<file path="src/rtl/rsm_cfg.svh">
`ifndef RSM_CFG_SVH
`define RSM_CFG_SVH

// ----------------------------------------------------------------------
// Register byte addresses
// ----------------------------------------------------------------------
`define RSM_ADDR_CAUSE 32'hfffff888
`define RSM_ADDR_LVCAUSE 32'hfffff88c
`define RSM_ADDR_SUPPLY 32'hfffff890
`define RSM_ADDR_PROTECT 32'hfffff8fc

// ----------------------------------------------------------------------
// Protection
// ----------------------------------------------------------------------
`define RSM_PROTECT_KEY 8'ha5

// ----------------------------------------------------------------------
// Field positions
// ----------------------------------------------------------------------
`define RSM_CAUSE_WDT_BIT 4
`define RSM_CAUSE_LVCLR_BIT 0
`define RSM_LVCAUSE_FLAG_BIT 0
`define RSM_SUPPLY_EN_BIT 7
`define RSM_SUPPLY_MODE_BIT 1
`define RSM_SUPPLY_FLAG_BIT 0

// ----------------------------------------------------------------------
// Reset values
// ----------------------------------------------------------------------
`define RSM_CAUSE_RESET 8'h00
`define RSM_LVCAUSE_RESET 8'h00
`define RSM_SUPPLY_RESET 8'h00
`define RSM_SUPPLY_LVRESET 8'h82
`define RSM_CPU_DIV_LOG2 3'h3

// ----------------------------------------------------------------------
// Timing, in ref_clk cycles
// ----------------------------------------------------------------------
`define RSM_SETTLE_OSC_CYCLES 65536
`define RSM_WDT_HOLD_CYCLES 16

`endif

</file>
<file path="src/rtl/rsm_pkg.sv">
`include "rsm_cfg.svh"

package rsm_pkg;

	// ------------------------------------------------------------------
	// Carriers
	// ------------------------------------------------------------------
	typedef struct packed {
		logic cyc;
		logic stb;
		logic we;
		logic [31:0] adr;
		logic [3:0] sel;
		logic [31:0] dat;
	} rsm_wb_req_type;

	typedef struct packed {
		logic ack;
		logic [31:0] dat;
	} rsm_wb_rsp_type;

	typedef struct packed {
		logic sysRst;
		logic oscRun;
		logic clkRun;
		logic cpuRun;
		logic pinsHighZ;
		logic periphInit;
		logic [2:0] cpuClkDivLog2;
	} rsm_sys_ctl_type;

	// ------------------------------------------------------------------
	// Enumerations
	// ------------------------------------------------------------------
	typedef enum logic [1:0] {
		PH_HOLD,
		PH_WDT,
		PH_SETTLE,
		PH_RUN
	} rsm_phase_type;

	typedef enum logic [2:0] {
		RS_NONE,
		RS_CAUSE,
		RS_LVCAUSE,
		RS_SUPPLY,
		RS_PROTECT
	} rsm_reg_type;

	// ------------------------------------------------------------------
	// Whole block state
	// ------------------------------------------------------------------
	typedef struct packed {
		logic [2:0] sync1;
		logic [2:0] sync2;
		rsm_phase_type phase;
		logic [16:0] cnt;
		logic wdtFlag;
		logic lvFlag;
		logic lvEnable;
		logic lvAction;
		logic protArmed;
		logic ack;
		logic [31:0] rdat;
		logic lviIrq;
		logic ramSuspect;
		rsm_sys_ctl_type ctl;
	} rsm_state_type;

endpackage

</file>
<file path="src/rtl/rsm_reset_ctrl.sv">
`include "rsm_cfg.svh"

// Overview of operation
// - cause register writes need protection unlock
// - write zero clears; hardware set wins
// - pin or power-on clears cause register
// - watchdog reset sets cause bit 4
// - supply-monitor reset keeps cause bit 4
// - writing zero bit 0 clears low-voltage flag
// - cause register byte access, bit 0 write-only
// - low-voltage cause register is read-only
// - low-voltage flag set/cleared per reset source
// - hold reset while pin low, release rising
// - wait oscillation settle time before CPU
// - clocks stopped in reset, CPU div8
// - pins high impedance, peripherals initialised in reset
// - RAM kept unless power-on or write collision
// - watchdog overflow in reset mode resets system
// - watchdog reset self-releases after fixed delay
// - supply control protected, bit 0 read-only
// - supply control 00h, or 82h after monitor
// - bit 7 enables low-voltage detection
// - bit 1 selects interrupt or reset action
// - flag zero when supply high or disabled
// - two levels, runs in low-power modes
// - flag one when enabled and supply low
// - flag drives interrupt in interrupt action
// - reset action locks supply control writes
module rsm_reset_ctrl
	import rsm_pkg::*;
#(
	parameter int SETTLE_CYCLES = `RSM_SETTLE_OSC_CYCLES
)
(
	input wire logic ref_clk,
	input wire logic srst,
	input rsm_wb_req_type wbReq,
	output rsm_wb_rsp_type wbRsp,
	input wire logic resetPinN,
	input wire logic porDetect,
	input wire logic supplyBelow,
	input wire logic wdtOverflow,
	input wire logic wdtResetMode,
	input wire logic ramWriteActive,
	output rsm_sys_ctl_type sysCtl,
	output logic supplyMonitorIrq,
	output logic ramDataSuspect
);

	localparam logic [16:0] SETTLE_LAST = 17'(SETTLE_CYCLES - 1);
	localparam logic [16:0] WDT_LAST = 17'(`RSM_WDT_HOLD_CYCLES - 1);
	// Named copies so single bits can be picked out of them
	localparam logic [7:0] SUPPLY_LV = `RSM_SUPPLY_LVRESET;
	localparam logic [7:0] PROTECT_KEY = `RSM_PROTECT_KEY;

	// ------------------------------------------------------------------
	// Address decode
	// ------------------------------------------------------------------
	function automatic rsm_reg_type decodeReg(input logic [31:0] adr);
		rsm_reg_type r;
		r = RS_NONE;
		case (adr)
			`RSM_ADDR_CAUSE: r = RS_CAUSE;
			`RSM_ADDR_LVCAUSE: r = RS_LVCAUSE;
			`RSM_ADDR_SUPPLY: r = RS_SUPPLY;
			`RSM_ADDR_PROTECT: r = RS_PROTECT;
			default: r = RS_NONE;
		endcase
		return r;
	endfunction

	// ------------------------------------------------------------------
	// Phase decode
	// ------------------------------------------------------------------
	// Shared by the capture guard and the system control image
	function automatic logic isResetPhase(input rsm_phase_type p);
		logic r;
		r = (p == PH_HOLD) || (p == PH_WDT);
		return r;
	endfunction

	// ------------------------------------------------------------------
	// Register read images
	// ------------------------------------------------------------------
	// Undefined bits read zero so software sees a stable value
	function automatic logic [7:0] causeImage(input logic wdtFlag);
		logic [7:0] b;
		b = 8'h00;
		b[`RSM_CAUSE_WDT_BIT] = wdtFlag;
		return b;
	endfunction

	function automatic logic [7:0] lvCauseImage(input logic lvFlag);
		logic [7:0] b;
		b = 8'h00;
		b[`RSM_LVCAUSE_FLAG_BIT] = lvFlag;
		return b;
	endfunction

	function automatic logic [7:0] supplyImage(
		input logic en,
		input logic act,
		input logic below
	);
		logic [7:0] b;
		b = 8'h00;
		b[`RSM_SUPPLY_EN_BIT] = en;
		b[`RSM_SUPPLY_MODE_BIT] = act;
		// Detection flag only while detection is enabled
		b[`RSM_SUPPLY_FLAG_BIT] = en & below;
		return b;
	endfunction

	// Write-zero-to-clear: a one leaves the flag as it stands
	function automatic logic clearOnZero(input logic cur, input logic wbit);
		logic r;
		r = cur & wbit;
		return r;
	endfunction

	// ------------------------------------------------------------------
	// System control per phase
	// ------------------------------------------------------------------
	// Oscillator restarts on release; clocks only after the settle wait
	function automatic rsm_sys_ctl_type ctlFor(input rsm_phase_type p);
		rsm_sys_ctl_type c;
		c.sysRst = isResetPhase(p);
		c.oscRun = ~c.sysRst;
		c.clkRun = p == PH_RUN;
		c.cpuRun = p == PH_RUN;
		c.pinsHighZ = c.sysRst;
		c.periphInit = c.sysRst;
		// CPU divider restarts at one eighth each reset
		c.cpuClkDivLog2 = `RSM_CPU_DIV_LOG2;
		return c;
	endfunction

	rsm_state_type s_q;
	rsm_state_type s_d;

	localparam rsm_state_type RESET_STATE = '{
		sync1: 3'h0,
		sync2: 3'h0,
		phase: PH_HOLD,
		cnt: 17'h0,
		wdtFlag: 1'b0,
		lvFlag: 1'b0,
		lvEnable: 1'b0,
		lvAction: 1'b0,
		protArmed: 1'b0,
		ack: 1'b0,
		rdat: 32'h0,
		lviIrq: 1'b0,
		ramSuspect: 1'b1,
		ctl: '{
			sysRst: 1'b1,
			oscRun: 1'b0,
			clkRun: 1'b0,
			cpuRun: 1'b0,
			pinsHighZ: 1'b1,
			periphInit: 1'b1,
			cpuClkDivLog2: `RSM_CPU_DIV_LOG2
		}
	};

	logic [2:0] rawIn;
	assign rawIn = {supplyBelow, porDetect, resetPinN};

	always_comb
	begin
		logic pinRst;
		logic porRst;
		logic below;
		logic lviRst;
		logic wdtRst;
		logic holdRst;
		logic inReset;
		logic busReq;
		logic busWrite;
		logic lane0;
		logic [7:0] wbyte;
		logic keyHit;
		rsm_reg_type sel;
		pinRst = 1'b0;
		porRst = 1'b0;
		below = 1'b0;
		lviRst = 1'b0;
		wdtRst = 1'b0;
		holdRst = 1'b0;
		inReset = 1'b0;
		busReq = 1'b0;
		busWrite = 1'b0;
		lane0 = 1'b0;
		wbyte = 8'h0;
		keyHit = 1'b0;
		sel = RS_NONE;
		s_d = s_q;

		// --------------------------------------------------------------
		// Source conditioning
		// --------------------------------------------------------------
		// Pin and analogue detector levels are asynchronous here
		for (int i = 0; i < 3; i++)
		begin
			s_d.sync1[i] = rawIn[i];
			s_d.sync2[i] = s_q.sync1[i];
		end
		pinRst = ~s_q.sync2[0];
		porRst = s_q.sync2[1];
		// Comparator already set to the chosen level; keeps running in
		// halt, idle and stop since this logic never gates its clock
		below = s_q.sync2[2];
		lviRst = s_q.lvEnable & s_q.lvAction & below;
		wdtRst = wdtOverflow & wdtResetMode;
		holdRst = pinRst | porRst | lviRst;
		inReset = isResetPhase(s_q.phase);

		// --------------------------------------------------------------
		// Bus slave
		// --------------------------------------------------------------
		busReq = wbReq.cyc & wbReq.stb;
		sel = decodeReg(wbReq.adr);
		lane0 = wbReq.sel[0];
		wbyte = wbReq.dat[7:0];
		keyHit = (sel == RS_PROTECT) && (wbyte == PROTECT_KEY);
		// Registered ack: data latched on first edge, write on second
		s_d.ack = busReq & ~s_q.ack;
		busWrite = busReq & s_q.ack & wbReq.we & lane0;
		if (busReq && !s_q.ack)
		begin
			s_d.rdat = 32'h0;
			case (sel)
				RS_CAUSE:
				begin
					// Bit 0 is write-only and reads zero
					s_d.rdat[7:0] = causeImage(s_q.wdtFlag);
				end
				RS_LVCAUSE:
				begin
					s_d.rdat[7:0] = lvCauseImage(s_q.lvFlag);
				end
				RS_SUPPLY:
				begin
					s_d.rdat[7:0] = supplyImage(s_q.lvEnable,
						s_q.lvAction, below);
				end
				default: s_d.rdat = 32'h0;
			endcase
		end
		if (busWrite)
		begin
			// Any completed write other than the unlock disarms
			s_d.protArmed = keyHit;
			case (sel)
				RS_CAUSE:
				begin
					if (s_q.protArmed)
					begin
						// Only zeros act; ones are ignored
						s_d.wdtFlag = clearOnZero(s_q.wdtFlag,
							wbyte[`RSM_CAUSE_WDT_BIT]);
						s_d.lvFlag = clearOnZero(s_q.lvFlag,
							wbyte[`RSM_CAUSE_LVCLR_BIT]);
					end
				end
				RS_SUPPLY:
				begin
					// Reset action locks the monitor settings until a
					// non-monitor reset
					if (s_q.protArmed && !s_q.lvAction)
					begin
						s_d.lvEnable = wbyte[`RSM_SUPPLY_EN_BIT];
						s_d.lvAction = wbyte[`RSM_SUPPLY_MODE_BIT];
					end
				end
				default: s_d.protArmed = s_d.protArmed;
			endcase
		end

		// --------------------------------------------------------------
		// Reset sequencing
		// --------------------------------------------------------------
		case (s_q.phase)
			PH_HOLD:
			begin
				s_d.cnt = 17'h0;
				if (!holdRst)
					s_d.phase = PH_SETTLE;
			end
			PH_WDT:
			begin
				s_d.cnt = s_q.cnt + 17'h1;
				if (holdRst)
					s_d.phase = PH_HOLD;
				else if (s_q.cnt == WDT_LAST)
				begin
					s_d.phase = PH_SETTLE;
					s_d.cnt = 17'h0;
				end
			end
			PH_SETTLE:
			begin
				s_d.cnt = s_q.cnt + 17'h1;
				if (holdRst)
					s_d.phase = PH_HOLD;
				else if (wdtRst)
				begin
					s_d.phase = PH_WDT;
					s_d.cnt = 17'h0;
				end
				else if (s_q.cnt == SETTLE_LAST)
					s_d.phase = PH_RUN;
			end
			PH_RUN:
			begin
				s_d.cnt = 17'h0;
				if (holdRst)
					s_d.phase = PH_HOLD;
				else if (wdtRst)
					s_d.phase = PH_WDT;
			end
			default: s_d.phase = PH_HOLD;
		endcase

		// --------------------------------------------------------------
		// Cause capture; after the bus so a set beats a clear
		// --------------------------------------------------------------
		if (wdtRst && !inReset && !holdRst)
		begin
			s_d.wdtFlag = 1'b1;
			s_d.lvEnable = 1'b0;
			s_d.lvAction = 1'b0;
		end
		if (lviRst)
		begin
			// Watchdog flag left as it was
			s_d.lvFlag = 1'b1;
			s_d.lvEnable = SUPPLY_LV[`RSM_SUPPLY_EN_BIT];
			s_d.lvAction = SUPPLY_LV[`RSM_SUPPLY_MODE_BIT];
		end
		if (pinRst || porRst)
		begin
			s_d.wdtFlag = 1'b0;
			s_d.lvFlag = 1'b0;
			s_d.lvEnable = 1'b0;
			s_d.lvAction = 1'b0;
		end

		// RAM is flagged when reset met power-on or a live CPU write
		if (!inReset && (holdRst || wdtRst))
			s_d.ramSuspect = porRst | ramWriteActive;
		else if (porRst)
			s_d.ramSuspect = 1'b1;

		// --------------------------------------------------------------
		// Registered outputs
		// --------------------------------------------------------------
		s_d.lviIrq = s_d.lvEnable & ~s_d.lvAction & below;
		s_d.ctl = ctlFor(s_d.phase);
	end

	always_ff @(posedge ref_clk)
	begin
		if (srst)
			s_q <= RESET_STATE;
		else
			s_q <= s_d;
	end

	assign wbRsp.ack = s_q.ack;
	assign wbRsp.dat = s_q.rdat;
	assign sysCtl = s_q.ctl;
	assign supplyMonitorIrq = s_q.lviIrq;
	assign ramDataSuspect = s_q.ramSuspect;

endmodule

</file>
<file path="config.mk">
export PLATFORM = sky130hd
export DESIGN_NAME = rsm_reset_ctrl
export DESIGN_NICKNAME = d
export VERILOG_FILES = /design/src/rtl/rsm_pkg.sv /design/src/rtl/rsm_reset_ctrl.sv
export VERILOG_INCLUDE_DIRS = /design/src /design/src/rtl
export SDC_FILE = /design/constraint.sdc
export NUM_CORES = 1
export LEC_CHECK = 0
export ABC_AREA = 1
export BUFFER_PORTS_ARGS = -buffer_cell sky130_fd_sc_hd__buf_2
export CORE_AREA = 2 2 74 76
export DETAILED_ROUTE_END_ITERATION = 8
export DIE_AREA = 0 0 76 78
export PLACE_DENSITY = 0.83
export SLEW_MARGIN = 20
export SYNTH_ARGS = -nofsm -noshare
export SYNTH_HDL_FRONTEND = slang
export SYNTH_SLANG_ARGS = --single-unit
</file>
<file path="constraint.sdc">
create_clock -name ref_clk -period 5.1 [get_ports ref_clk]
set_input_delay 0.51 -clock ref_clk [delete_from_list [all_inputs] [get_ports ref_clk]]
set_output_delay 0.51 -clock ref_clk [all_outputs]
set_load 0.03 [all_outputs]
</file>
After elaboration in Yosys (flattened, before gate mapping)
Cells that the tools add are included.
{"block": "op_classes", "add_sub_neg": 1, "n_eq_ne": 16, "muxes": 25, "n_bitwise": 20, "reduce_logical": 26}
{"cell": "$eq 32x32->1 const B", "count": 4}
{"cell": "$pmux 19 s4", "count": 1}
{"cell": "$mux 17", "count": 3}
{"cell": "$mux 2", "count": 13}
{"cell": "$pmux 8 s3", "count": 1}
{"cell": "$mux 19", "count": 1}
{"cell": "$add 17x1->17 const B", "count": 1}
{"cell": "$eq 17x16->1 const B", "count": 1}
{"cell": "$eq 17x4->1 const B", "count": 1}
{"cell": "$reduce_bool 2->1", "count": 7}
{"cell": "$and 1x1->1", "count": 13}
{"cell": "$pmux 3 s4", "count": 1}
{"cell": "$eq 8x8->1 const B", "count": 1}
{"cell": "$eq 2x2->1 const B", "count": 3}
{"cell": "$eq 3x2->1 const B", "count": 2}
{"cell": "$logic_and 1x1->1", "count": 6}
{"cell": "$reduce_and 3->1", "count": 2}
{"cell": "$mux 5", "count": 1}
{"cell": "$eq 2x1->1 const B", "count": 2}
{"cell": "$logic_not 1->1", "count": 4}
{"cell": "$logic_not 2->1", "count": 2}
{"cell": "$logic_or 1x1->1", "count": 4}
{"cell": "$not 1->1", "count": 4}
{"cell": "$eq 3x1->1 const B", "count": 1}
{"cell": "other kinds (5)", "count": 9}
{"block": "totals", "regBits": 47, "input_bits": 79, "out_inout_bits": 44, "word_cells": 105}

Logic depth before layout (Yosys ltp)
Gate-level depths: netlist of run 1.
{"block": "depth", "word_depth": 11, "mapped_depth": 14}

Worst setup path before layout of run 1
No wires, ideal clock.
{"block": "synth_path", "path_type": "reg-to-reg", "start": "register s_q[49] (netlist name)", "end": "register s_q (netlist bit sysCtl[5])", "arrival_ns": 1.803, "required_ns": 5.043, "slack_ns": 3.240, "path_stages_with_launch": 15, "period_less_slack_ns": 1.860, "cell_sequence": "dfxtp_1 > ha_1 > nand3_2 > nor3_4 > nand2_2 > nor2_4 > nand3_2 > nor2_4 > inv_2 > nor3_2 > ha_1 > nor2_1 > nor2_1 > nand3b_1 > inv_1"}
{"block": "synth_between", "elab_chain_len": 6, "word_cells_on_any_way": 9, "classes_between": "eq/ne (3); mux (6)"}
{"item": "from (decl)", "line_no": "rsm_reset_ctrl.sv:138", "text": "rsm_state_type s_q;"}
{"item": "from (signal assigned)", "line_no": "rsm_reset_ctrl.sv:365", "text": "s_q <= RESET_STATE;"}
{"item": "from (signal assigned)", "line_no": "rsm_reset_ctrl.sv:367", "text": "s_q <= s_d;"}
{"item": "$eq 17x16->1", "line_no": "rsm_reset_ctrl.sv:311", "text": "else if (s_q.cnt == SETTLE_LAST)"}
{"item": "$mux 2", "line_no": "rsm_reset_ctrl.sv:311"}
{"item": "$mux 2", "line_no": "rsm_reset_ctrl.sv:306", "text": "else if (wdtRst)"}
{"item": "$mux 2", "line_no": "rsm_reset_ctrl.sv:304", "text": "if (holdRst)"}
{"item": "$pmux 19 s4 (*)", "line_no": "rsm_reset_ctrl.sv:283", "text": "case (s_q.phase)"}
{"item": "$eq 2x2->1 (*)", "line_no": "rsm_reset_ctrl.sv:130", "text": "c.cpuRun = p == PH_RUN;"}
Every way passes the cells marked *; elsewhere a longest branch is shown, timed or not.
A chain may end at the register's enable or synchronous reset.

Worst setup path after layout of run 1
Same ends and word-level chain as after synthesis.

==> flow_results.org, run 1 <==
** Die
- DIE WIDTH :: 76 um
- The die covers 0.00593 sq mm.
- The initial utilization of the core area, before any placement, comes to 0.480.
- Total number of placement rows :: 26
- I/O Pins :: 123
- The region available for standard cell placement spans 0.00504 sq mm.
- Measured along the y axis, the die boundary spans 78 um.

** GRT
- The first global-routing pass estimated 8.07 mm of wire.
- Entering global routing, the biggest net connects 20 pins.
- Total overflow reported by the global router :: 0
- The via count of the first global-routing pass is 2,010.
- Antenna violations before repair :: 0
- Total Routing Usage GR :: 0.164

** Final layout
- Final net count :: 484
- In the final layout, the multi-input gates occupy 0.00120 sq mm.
- The area growth from synthesis to layout is 12.3%.
- Summing all non-filler instances in the final layout gives an area of 0.00272 sq mm.
- Once layout is complete, the utilization of the core stands at 0.539.
- Share of layout cells above drive strength 1 :: 0.265
- Final-layout fill cell count :: 500
- Area of all sequential standard cells :: 801 sq um
- Final antenna diode count :: 0

** Clock tree
- Clock-pin slew was measured on the worst setup and hold paths at 0.08 ns.
- Clock latency on the worst-skew pair, taken at its later pin, is 0.30 ns.
- Gates resized during post-CTS repair numbered 0.
- The clock tree synthesis step divided the H-tree into 2 levels.
- Counting every sink on the clock net gives 40.
- In this run the clock root is driven by a clkbuf_8.
- Number of buffers created by CTS :: 5
- TritonCTS clock tree :: yes
- Hold repair after CTS inserted 0 buffers.
- Maximum clock path buffer count :: 2
- Number of post-CTS setup repair buffers :: 0

** Timing
- The number of hold violations in the final report is 0.
- The smallest clock period supported by the final layout is computed as 2.13 ns.
- Number of endpoints failing setup at the final stage :: 0
- Post-layout worst setup margin :: 2.97 ns
- For this run, the top clock speed supported by timing is 469 MHz.
- Ratio of final minimum period to clock period :: 0.418
- Sum of negative setup slack :: 0 ns
- The final-report max-slew violation count was 0.
- Setup repair after global routing left no endpoint under its margin.
- Between clock sinks in the finished design, the worst skew comes to 0.00366 ns.

** Worst setup path
- Cell family contributing the most delay on the critical path :: simple AND/OR/NAND/NOR gates
- The critical path goes through ha_1 -> nand3_2 -> nor3_4 -> nand2_2 -> nor2_4 -> nand3_2 -> nor2_4 -> inv_2 -> nor3_2 -> ha_1 -> nor2_1 -> nor2_1 -> nand3b_1 -> inv_1.
- Length in cells of the worst reg-to-reg path :: 14
- Peak fanout along the critical path :: 3
- The critical path in this run is classified as reg -> reg.
- Highest-delay cell along the critical path :: dfxtp_1
- Endpoint kind of the worst setup timing path :: register
- At the worst endpoint, the required time is 5.35 ns.
- Setup crit start kind :: register
- RR Startpoint :: s_q[49]
- Worst reg2reg endpoint :: sysCtl[5]
- The largest single stage delay on the critical path is 0.37 ns.
- Crit path DAT :: 2.38 ns
- The number of buffers and inverters on the critical path is 2.
- Slack of the worst reg-to-reg path :: 2.97 ns

** Flow run
- Across the run, the number of max-cap violations was 0.

** Min path
- Source of the worst hold timing path :: s_d[69]
- Hold Path Cell Cnt :: 2
- Classification of the worst-slack hold path :: reg -> reg
- End point of the most critical hold path :: s_q[69]

** Yosys
- After synthesis the netlist holds a flip-flop and latch count of 40.
- Number of synthesized flops with an enable pin :: 0
- Average cell area after synthesis :: 6.96 sq um
- In the synthesized netlist the dominant register cell turns out to be dfxtp_1.
- Summing every instance area after synthesis gives 0.00242 sq mm.
- Post-synth top cells :: nand2_1 (70), inv_1 (48), buf_4 (42), dfxtp_1 (40), nor2_1 (36)
- nand2_1 is the most common cell in the netlist.
- Of the post-synthesis cell area, the dominant cell type holds 0.331.
- Fraction of registers with async set/reset :: 0
- Top cells by area in the synthesized netlist :: dfxtp_1 (33%), buf_4 (13%), nand2_1 (11%)
- In this run, distinct cell masters in the synthesized netlist total 33.
- Synthesized instance count :: 348
- The share of the Yosys chip area taken by registers is 0.331.
- During synthesis, Yosys emitted a total of 0 warnings.
- Leading area contributor after synthesis :: dfxtp_1

** Place
- Summed over all nets, the half-perimeter wirelength after detailed placement is 3.63 mm.
- Post-detailed-placement cell area :: 0.00261 sq mm
- At the end of routability-driven placement, the weighted congestion stood at 0.873.
- Number of input and output port buffers inserted :: 64
- Placement Setup Slack :: 2.99 ns

** Route
- Via total after detailed routing :: 2,144
- Dividing the detail-routed via count by the number of cells gives 4.52.
- Post-detailed-route count of antenna-violating nets :: 0
- Final routed DRC violation total :: 0
- Before antenna repair, the detailed router went through 4 iterations.
- In this run, the number of DRC markers left after iteration 0 of detailed routing was 187.
- Wires add up to 4.65 mm.
- After detailed routing, the average wire length per cell comes to 9.82 um.

** Outcome
- The run finished with clean final reports.

** Power
- In this run the static leakage power is 1.27 nW.
- For this design the ratio of total power to cell area is 241 mW/mm^2.
- Largest voltage drop on the vdd net :: 0.187 mV
==> cells in the final DEF (no fill, tap or decap), types with 2 or more instances in the layout <==
| master | synthesis | routed |
|---|---|---|
| nor4_1 | 3 | 3 |
| inv_1 | 48 | 48 |
| nor3_2 | 2 | 2 |
| nand2_1 | 70 | 70 |
| nand4_1 | 9 | 9 |
| conb_1 | 2 | 31 |
| inv_2 | 4 | 4 |
| ha_1 | 2 | 2 |
| nand3_1 | 22 | 22 |
| o21ai_0 | 2 | 2 |
| a31oi_1 | 2 | 2 |
| clkbuf_8 | 0 | 5 |
| nor3_1 | 9 | 9 |
| nor2_4 | 4 | 4 |
| a21oi_1 | 10 | 10 |
| xor2_1 | 5 | 5 |
| o21ai_2 | 3 | 3 |
| dfxtp_1 | 40 | 40 |
| nand2_2 | 4 | 4 |
| nor2_2 | 12 | 12 |
| nor2_1 | 36 | 36 |
| buf_2 | 0 | 64 |
| nand3b_1 | 2 | 2 |
| nand3_2 | 4 | 4 |
==> metrics by stage <==
stage | hold slack, ns | std cells | total power, mW
floorplan | 0.388 | 377 | 0.394
global placement | 0.390 | 466 | 0.397
detailed placement | 0.392 | 466 | 0.398
CTS | 0.403 | 474 | 0.662
global route | 0.400 | 474 | 0.682
finish | 0.401 | 474 | 0.655
==> metal layers <==
layer	global-route usage	vias up	routed length (um)
li1	-	1125	-
met4	0.0764	0	93
met3	0.0395	11	284
met1	0.193	932	2010
met5	0	-	0
met2	0.284	76	2260
==> flip-flops by register name, summed over array words and instances (netlist names) <==
signal and cells:
s_d 3, sysCtl 3, wbRsp 5, s_q 27, ramDataSuspect 1, supplyMonitorIrq 1
==> where the power goes <==
part           switching (mW)  internal [mW]
Combinational          0.0534         0.0206
Sequential            0.00170          0.315
Clock                   0.117          0.147
==> worst min-delay path: stages (launching register included) <==
cell,delay [ns]
dfxtp_1,0.30
inv_1,0.04
nor2_1,0.03
==> logic make-up (layout without fill, tap and decap cells) <==
kind of cell | Yosys count | count (layout) | synth area share
AOI/OAI and AO/OA | 22 | 22 | 0.0558
xor gates and xnor gates | 6 | 6 | 0.0217
adders and majority gates | 2 | 2 | 0.0103
buffers and inverters | 97 | 124 | 0.218
DFF | 40 | 40 | 0.331
other | 2 | 31 | 0.00310
and+or+nand+nor | 179 | 179 | 0.360
==> how the worst max path moves through the flow <==
stage	from	to	slack, ns	cells past startpoint
after floorplan	s_q[49]	sysCtl[5]	3.24	14
after global placement	s_q[49]	sysCtl[5]	3.07	14
after detailed placement	s_q[49]	sysCtl[5]	2.99	14
after CTS	s_q[49]	sysCtl[5]	2.95	14
after global routing	s_q[49]	sysCtl[5]	2.75	14
final	s_q[49]	sysCtl[5]	2.97	14
==> final cells by class <==
cell class / instances / share of cell area
Clock inverter: 3 / 0.0170
Inverter: 52 / 0.0718
Tap cell: 70 / 0.0322
Clock buffer: 5 / 0.0253
Sequential cell: 40 / 0.294
Timing Repair Buffer: 64 / 0.118
Multi-Input combinational cell: 240 / 0.442
(Power assumes the default switching activity.)
==> inputs of run 2 (changes only) <==
Settings changed: CORE_AREA 2 2 74 76 to 2 2 76 78, DIE_AREA 0 0 76 78 to 0 0 78 80, PLACE_DENSITY 0.83 to 0.79.
Clock period 5.1 ns to 2.1 ns, I/O delays scaled along.
==> flow_results.org, run 2 (synthesized netlist as in run 1, its figures left out) <==
** Die
- DIE WIDTH :: 78 um (+2.6%)
- The height of the die is 80 um (+2.6%).
- Placeable core region :: 0.00541 sq mm (+7.2%)
- Starting density of the core :: 0.448 (-0.0322)
- The number of top-level pins is 123 (unchanged).
- Die area :: 0.00624 sq mm (+5.3%)
- The row count came to 27 (+3.8%).

** Place
- The placed wire-length estimate after detailed placement came to 3.52 mm (-3.0%).
- Total placed cells including tap cells :: 468 (+0.43%)
- Number of input and output port buffers inserted :: 64 (unchanged)
- The post-placement setup slack came to 0.0641 ns (-2.92 ns).
- Global placement routability congestion :: 0.802 (-8.1%)
- The instance area after placement came to 0.00261 sq mm (about the same).

** Clock tree
- Clk Latency, worst-skew pair :: 0.30 ns (about the same)
- The root buffer cell chosen for the clock tree is clkbuf_8.
- TritonCTS clock tree :: yes
- Number of buffers created by CTS :: 5 (unchanged)
- The maximum number of buffers from clock root to sink was 2 (unchanged).
- The H-tree depth reported by CTS was 2 (unchanged).
- The CTS sink count was 40 (unchanged).
- The number of hold buffers added after CTS was 0 (unchanged).
- Clock slew at the register clock pins of the worst setup and hold paths :: 0.08 ns (about the same)

** Worst setup path
- In this run the worst setup path begins at s_q[49].
- In this run the critical register-to-register path is launched from s_q[49].
- The endpoint arrival time on the critical path came to 2.26 ns (-0.12 ns).
- Worst reg2reg endpoint :: sysCtl[5]
- STA classifies the critical path endpoint as a register.
- Following the worst setup path forward leads to its endpoint at sysCtl[5].
- The number of cell instances on the worst register-to-register path came to 14 (unchanged).
- Required time reported for the critical path endpoint :: 2.35 ns (-3.00 ns)
- Peak fanout along the critical path :: 3 (unchanged)
- The slack of the worst reg-to-reg path came to 0.08 ns (-2.88 ns).
- Setup crit start kind :: register
- The worst setup path is of the reg -> reg kind.

** Power
- The power density over the cells is 564 mW/mm^2 (+130%).
- The portion of total power attributed to sequential cells was 0.484 (about the same).
- The switching share of power was 0.262 (-0.000799).
- The combinational share of power is 0.113 (about the same).
- Leakage power figure :: 1.31 nW (+3.0%)
- Internal power of the cells :: 1.17 mW (+140%)
- Psw :: 0.416 mW (+140%)
- Clock share of power :: 0.403 (about the same)
- Largest voltage drop on the vdd net :: 0.374 mV (+100%)

** Final layout
- Final Non-Filler Cells :: 484 (+2.1%)
- The number of flip-flops in the largest register came to 27 (unchanged).
- Ranked by flip-flop count, first place goes to s_q.
- The number of filler instances in the final layout came to 556 (+11%).
- Layout Cell Area excl Fill :: 0.00282 sq mm (+3.6%)
- Share of layout cells above drive strength 1 :: 0.289 (+0.0240)
- The net count reported at finish was 492 (+1.7%).
- Layout-stage area growth over the synthesis result :: 16.3%
- The core utilization of the finished layout is 0.521 (-0.0182).
- The count of antenna diodes in the layout came to 0 (unchanged).
- The top cell types in the final layout, fill and taps aside, are nand2_1 (70), buf_2 (64), inv_1 (48).
- The library cell used most frequently in the layout, excluding fill and tap cells, is nand2_1.

** Timing
- Sum of negative setup slack :: 0 ns (unchanged)
- Hold Fails Final Rpt :: 0 (unchanged)
- Max-slew violations :: 0 (unchanged)
- Post-layout worst setup margin :: 0.0826 ns (-2.88 ns)
- The final period demand of the worst path is 2.02 ns (-0.116 ns).
- FMAX :: 496 MHz (+5.8%)
- Unrepaired setup endpoints after global routing :: yes
- The fraction of the cycle the final worst path needs came to 0.961 (+0.542).
- Clock skew :: 0.00725 ns (+0.00360 ns)
- Number of endpoints failing setup at the final stage :: 0 (unchanged)

** GRT
- The global-route usage over all layers was 0.157 (-0.00749).
- The via count of the first global-routing pass is 1,959 (-2.5%).
- Antenna violations before repair :: 0 (unchanged)
- The wire length of the first global-routing pass is 7.82 mm (-3.1%).
- Total overflow reported by the global router :: 0 (unchanged)
- The pin count of the biggest net entering global routing was 20 (unchanged).

** Route
- The number of iterations in the first detailed-routing pass was 4 (unchanged).
- The routed length per placed instance came to 9.49 um (-3.3%).
- The post-detailed-route via-to-cell ratio came to 4.48 (-1.1%).
- The sum of routed wire length over all layers was 4.59 mm (-1.3%).
- The number of DRC markers in iteration 0 came to 90 (-52%).
- The remaining antenna violation count after routing came to 0 (unchanged).
- The count of unresolved DRC violations after routing was 0 (unchanged).
- Via total after detailed routing :: 2,166 (+1.0%)

** Min path
- Classification of the worst-slack hold path :: in -> reg
- The worst hold path begins at porDetect.

** Outcome
- Result of the run :: complete, no violations

** Flow run
- The number of maximum-capacitance violations came to 0 (unchanged).
==> run 2: cell count changes in the layout (fill, tap and decap cells not counted), sizes merged <==
cell  delta
buf      +8
==> run 2: final cells by class <==
| class | instances | area (sq um) | area share |
|---|---|---|---|
| clock buffers | 5 | 68.8 | 0.0244 |
| clock inverters | 3 | 46.3 | 0.0164 |
| inverters | 52 | 195 | 0.0693 |
| multi-input cells | 240 | 1230 | 0.437 |
| flip-flops and latches | 40 | 806 | 0.286 |
| well taps | 72 | 90.1 | 0.0320 |
| repair buffers | 72 | 380 | 0.135 |
==> run 2: repair_timing <==
| item | CTS | global route |
|---|---|---|
| setup buffers | 0 | 8 |
| endpoints found under the setup margin | 0 | 3 |
| resized for setup | 0 | 8 |
==> run 2: per-stage QoR <==
stage                     hold slack, ns  total power [mW]
after floorplan                    0.317             0.958
after global placement             0.391             0.965
after detailed placement           0.399             0.967
after CTS                         0.0937              1.61
after global routing              0.0974              1.66
final                              0.106              1.59
==> run 2: power by group through the flow <==
stage               clock network (mW)  logic (mW)  registers, mW
finish                           0.640       0.180          0.769
floorplan                            0       0.169          0.788
detailed placement                   0       0.179          0.788
CTS                              0.664       0.179          0.771
global placement                     0       0.177          0.788
global route                     0.692       0.200          0.770
==> run 2: routing by layer <==
| metal | GRT usage | routed length (um) | vias up |
|---|---|---|---|
| met1 | 0.158 | 1900 | 954 |
| li1 | - | - | 1146 |
| met4 | 0.0684 | 75 | 0 |
| met2 | 0.297 | 2380 | 58 |
| met5 | 0 | 0 | - |
| met3 | 0.0475 | 240 | 8 |
==> run 2: worst min-delay path by stage <==
stage	cells past startpoint	endpoint	slack [ns]
final	3	s_d[69]	0.11
after detailed placement	2	s_q[69]	0.40
after floorplan	2	s_d[68]	0.32
after global routing	3	s_d[70]	0.1
after global placement	2	s_q[69]	0.39
after CTS	3	s_d[69]	0.09
==> run 2: worst max-delay path, cell delays in order, from the launching register on <==
cell	delay, ns
dfxtp_4	0.37
ha_4	0.15
nand3_4	0.10
nor3_4	0.23
nand2_2	0.10
nor2_4	0.15
nand3_4	0.10
nor2_4	0.14
inv_2	0.05
nor3_2	0.10
ha_2	0.18
nor2_1	0.03
nor2_1	0.12
nand3b_1	0.08
inv_1	0.05
==> inputs of run 3 (changes only) <==
Settings changed: ABC_AREA 1 to not set, CORE_AREA 2 2 76 78 to 2 2 53 104, DIE_AREA 0 0 78 80 to 0 0 55 106, PLACE_DENSITY 0.79 to 0.77.
==> flow_results.org, run 3 <==
** Timing
- Ratio of final minimum period to clock period :: 0.888 (-0.0723)
- Unrepaired setup endpoints after global routing :: no
- Sum of negative setup slack :: 0 ns (unchanged)
- The final period demand of the worst path was 1.87 ns (-0.152 ns).
- The final-report max-slew violation count is 0 (unchanged).
- The number of setup violations in the final report was 0 (unchanged).
- FMAX :: 536 MHz (+8.1%)
- Clock skew :: 0.00737 ns (+0.000118 ns)
- Post-layout worst setup margin :: 0.234 ns (+0.152 ns)
- The number of hold violations in the final report came to 0 (unchanged).

** Clock tree
- Number of buffers created by CTS :: 5 (unchanged)
- Clock slew at the register clock pins of the worst setup and hold paths :: 0.08 ns (about the same)
- Clock root buffer :: clkbuf_8
- The number of hold buffers added after CTS was 0 (unchanged).
- The clock insertion delay at the later pin of the skew report came to 0.29 ns (about the same).
- TritonCTS clock tree :: yes
- Clk sinks :: 40 (unchanged)
- Maximum clock path buffer count :: 2 (unchanged)
- The H-tree depth reported by CTS came to 2 (unchanged).
- The post-CTS setup buffer count is 0 (unchanged).
- The number of gates resized after cts is 0 (unchanged).

** Final layout
- Register ranked first by flip-flop count :: s_q
- The net count reported at finish is 395 (-20%).
- The final cell count without fillers came to 373 (-23%).
- Most common cell after layout, fill and taps aside :: buf_2
- Max FFs per register :: 27 (unchanged)
- The count of antenna diodes in the layout is 0 (unchanged).
- Compared with the post-synthesis result, the final layout area differs by 13.6%.
- In the layout the commonest cells are buf_2 (64), dfxtp_1 (40), nor2_1 (32).
- Share of layout cells above drive strength 1 :: 0.263 (-0.0253)
- Final-layout fill cell count :: 507 (-8.8%)

** Yosys
- The most used flip-flop cell after synthesis is dfxtp_1.
- Number of synthesized flops with an enable pin :: 0 (unchanged)
- The number of warnings issued by yosys came to 0 (unchanged).
- Sequential cell area fraction in the yosys report :: 0.376 (+0.0457)
- Post-synthesis mux area share :: 0.00941 (+0.00941)
- The cell area after synthesis was 0.00213 sq mm (-12%).
- The area share of and/or/nand/nor cells after synthesis came to 0.305 (-0.0549).
- The xor/xnor cell area share of the yosys netlist was 0.0576 (+0.0359).
- The proportion of netlist area held by the largest area contributor came to 0.376 (+0.0457).
- Counting instances in the post-synthesis netlist gives the leading cell types as buf_4 (42), dfxtp_1 (40), nor2_1 (32), nand2_1 (18), nand3_1 (15).
- Number of synthesized register bits :: 40 (unchanged)
- The post-synthesis instance total was 255 (-27%).
- The most common cell in the synthesized netlist is buf_4.
- The fraction of registers with async set/reset came to 0 (unchanged).
- Leading area contributor after synthesis :: dfxtp_1
- Yosys attributes the largest share of cell area to dfxtp_1 (38%), buf_4 (15%), nor2_1 (5.6%).
- The mean instance size in the synthesized netlist is 8.35 sq um (+20%).
- The compound-cell area share of the yosys netlist was 0.0705 (+0.0148).
- The adder and majority cell fraction of the synthesized area is 0.0118 (+0.00143).
- Number of distinct library cells after synthesis :: 42 (+27%)
- Combinational family with the most area after synthesis :: simple AND/OR/NAND/NOR gates

** Worst setup path
- Endpoint kind of the worst setup timing path :: register
- In this run the critical register-to-register path is launched from s_q[49].
- Worst reg2reg endpoint :: sysCtl[5]
- The largest fanout on the critical path came to 5 (+2).
- Length in cells of the worst reg-to-reg path :: 7 (-7)
- Setup crit start kind :: register
- Slack of the worst reg-to-reg path :: 0.23 ns (+0.15 ns)
- Required time reported for the critical path endpoint :: 2.30 ns (-0.05 ns)
- The critical path starts at s_q[49].
- Crit path DAT :: 2.07 ns (-0.19 ns)
- In this run the worst setup path terminates at sysCtl[5].
- Crit Path Class :: reg -> reg

** GRT
- Via count of the first global-routing pass :: 1,701 (-13%)
- Antenna violations before repair :: 0 (unchanged)
- Maximum number of pins on one net before global-route repair :: 18 (-10%)
- Wire length of the first global-routing pass :: 6.76 mm (-14%)
- The total global routing overflow is 0 (unchanged).
- Total Routing Usage GR :: 0.156 (-0.000897)

** Die
- Die height :: 106 um (+33%)
- The width of the die came to 55 um (-29%).
- Placeable core region :: 0.00509 sq mm (-5.8%)
- Die area :: 0.00583 sq mm (-6.6%)
- The row count was 37 (+37%).
- The number of top-level pins is 123 (unchanged).
- Starting density of the core :: 0.418 (-0.0302)

** Power
- The worst supply voltage drop on vdd was 0.598 mV (+60%).
- The power density over the cells came to 594 mW/mm^2 (+5.4%).
- Total design power :: 1.44 mW (-9.6%)
- Leakage power figure :: 1.04 nW (-21%)

** Route
- Routed length per instance :: 12.1 um (+27%)
- The number of iterations in the first detailed-routing pass came to 4 (unchanged).
- Final routed DRC violation total :: 0 (unchanged)
- The number of DRC markers in iteration 0 was 33 (-63%).
- Post-detailed-route count of antenna-violating nets :: 0 (unchanged)
- Post-Route WL :: 4.50 mm (-2.2%)
- Via total after detailed routing :: 1,838 (-15%)
- Average vias per placed instance :: 4.93 (+10%)

** Flow run
- Number of maximum-capacitance constraint violations :: 0 (unchanged)

** Min path
- The worst hold path belongs to the class in -> reg.

** Outcome
- The run finished with clean final reports.

** Place
- The final weighted congestion of routability-driven global placement was 0.784 (-2.2%).
- The placed wire-length estimate after detailed placement came to 3.62 mm (+2.8%).
- The cell total after placement is 365 (-22%).
- Number of input and output port buffers inserted :: 64 (unchanged)
- The post-placement setup slack came to 0.0768 ns (+0.0127 ns).
==> run 3: cell types whose count changed in the layout (fill, tap and decap cells not counted), sizes merged, moves of 7 or more <==
cell	change
nand2	-55
nor2b	+8
nand3	-11
nor2	-20
inv	-45
nor3	-7
==> run 3: cells by family after synthesis <==
| kind of cell | count (synthesis) |
|---|---|
| AO/OA/AOI/OAI | 23 |
| XOR/XNOR | 14 |
| adder cells (fa/ha/maj) | 2 |
| buffers and inverters | 52 |
| flip-flops | 40 |
| multiplexers | 2 |
| other | 2 |
| AND/OR/NAND/NOR | 120 |
==> run 3: per-layer routing <==
| layer | up-vias | global-route usage | part of all wire |
|---|---|---|---|
| met1 | 819 | 0.127 | 0.33 |
| met4 | 0 | 0.0749 | 0.026 |
| met3 | 12 | 0.0337 | 0.080 |
| met5 | - | 0 | 0 |
| li1 | 923 | - | - |
| met2 | 84 | 0.310 | 0.56 |
==> run 3: how the worst min path moves through the flow <==
stage / startpoint / endpoint / cells after the start / slack [ns]
finish: ramWriteActive / ramDataSuspect / 3 / 0.12
global placement: s_d[70] / s_q[70] / 1 / 0.42
detailed placement: resetPinN / s_d[68] / 2 / 0.43
floorplan: srst / s_d[68] / 1 / 0.28
CTS: ramWriteActive / ramDataSuspect / 3 / 0.11
global route: ramWriteActive / ramDataSuspect / 3 / 0.14
==> run 3: area by class of cell <==
type / instances / area, sq um / area share
multi-input cells: 192 / 1080 / 0.448
clock inverters: 3 / 18.8 / 0.00776
well taps: 58 / 72.6 / 0.0300
flip-flops and latches: 40 / 801 / 0.331
clock buffers: 5 / 68.8 / 0.0285
inverters: 8 / 30.0 / 0.0124
repair buffers: 67 / 343 / 0.142
==> run 3: power by group <==
group          switching, mW  internal (mW)  leakage (nW)
sequential           0.00451          0.766         0.324
combinational          0.124         0.0534         0.665
clock                  0.257          0.231        0.0479
==> run 3: stage by stage <==
| step | hold slack [ns] | area, sq um | utilization |
|---|---|---|---|
| 2_1_floorplan | 0.282 | 2240 | - |
| 3_3_place_gp | 0.423 | 2330 | 0.457 |
| 3_5_place_dp | 0.426 | 2330 | 0.457 |
| 4_1_cts | 0.113 | 2420 | 0.475 |
| 5_1_grt | 0.138 | 2420 | 0.475 |
| 6_report | 0.125 | 2420 | 0.475 |
==> run 3: worst max-delay path, stage by stage, from the launching register on <==
cell and delay (ns):
dfxtp_1 0.37, ha_1 0.19, nand3_1 0.19, nor3_1 0.40
and3_1 0.22, ha_1 0.13, o21ai_0 0.09, nor3_1 0.18
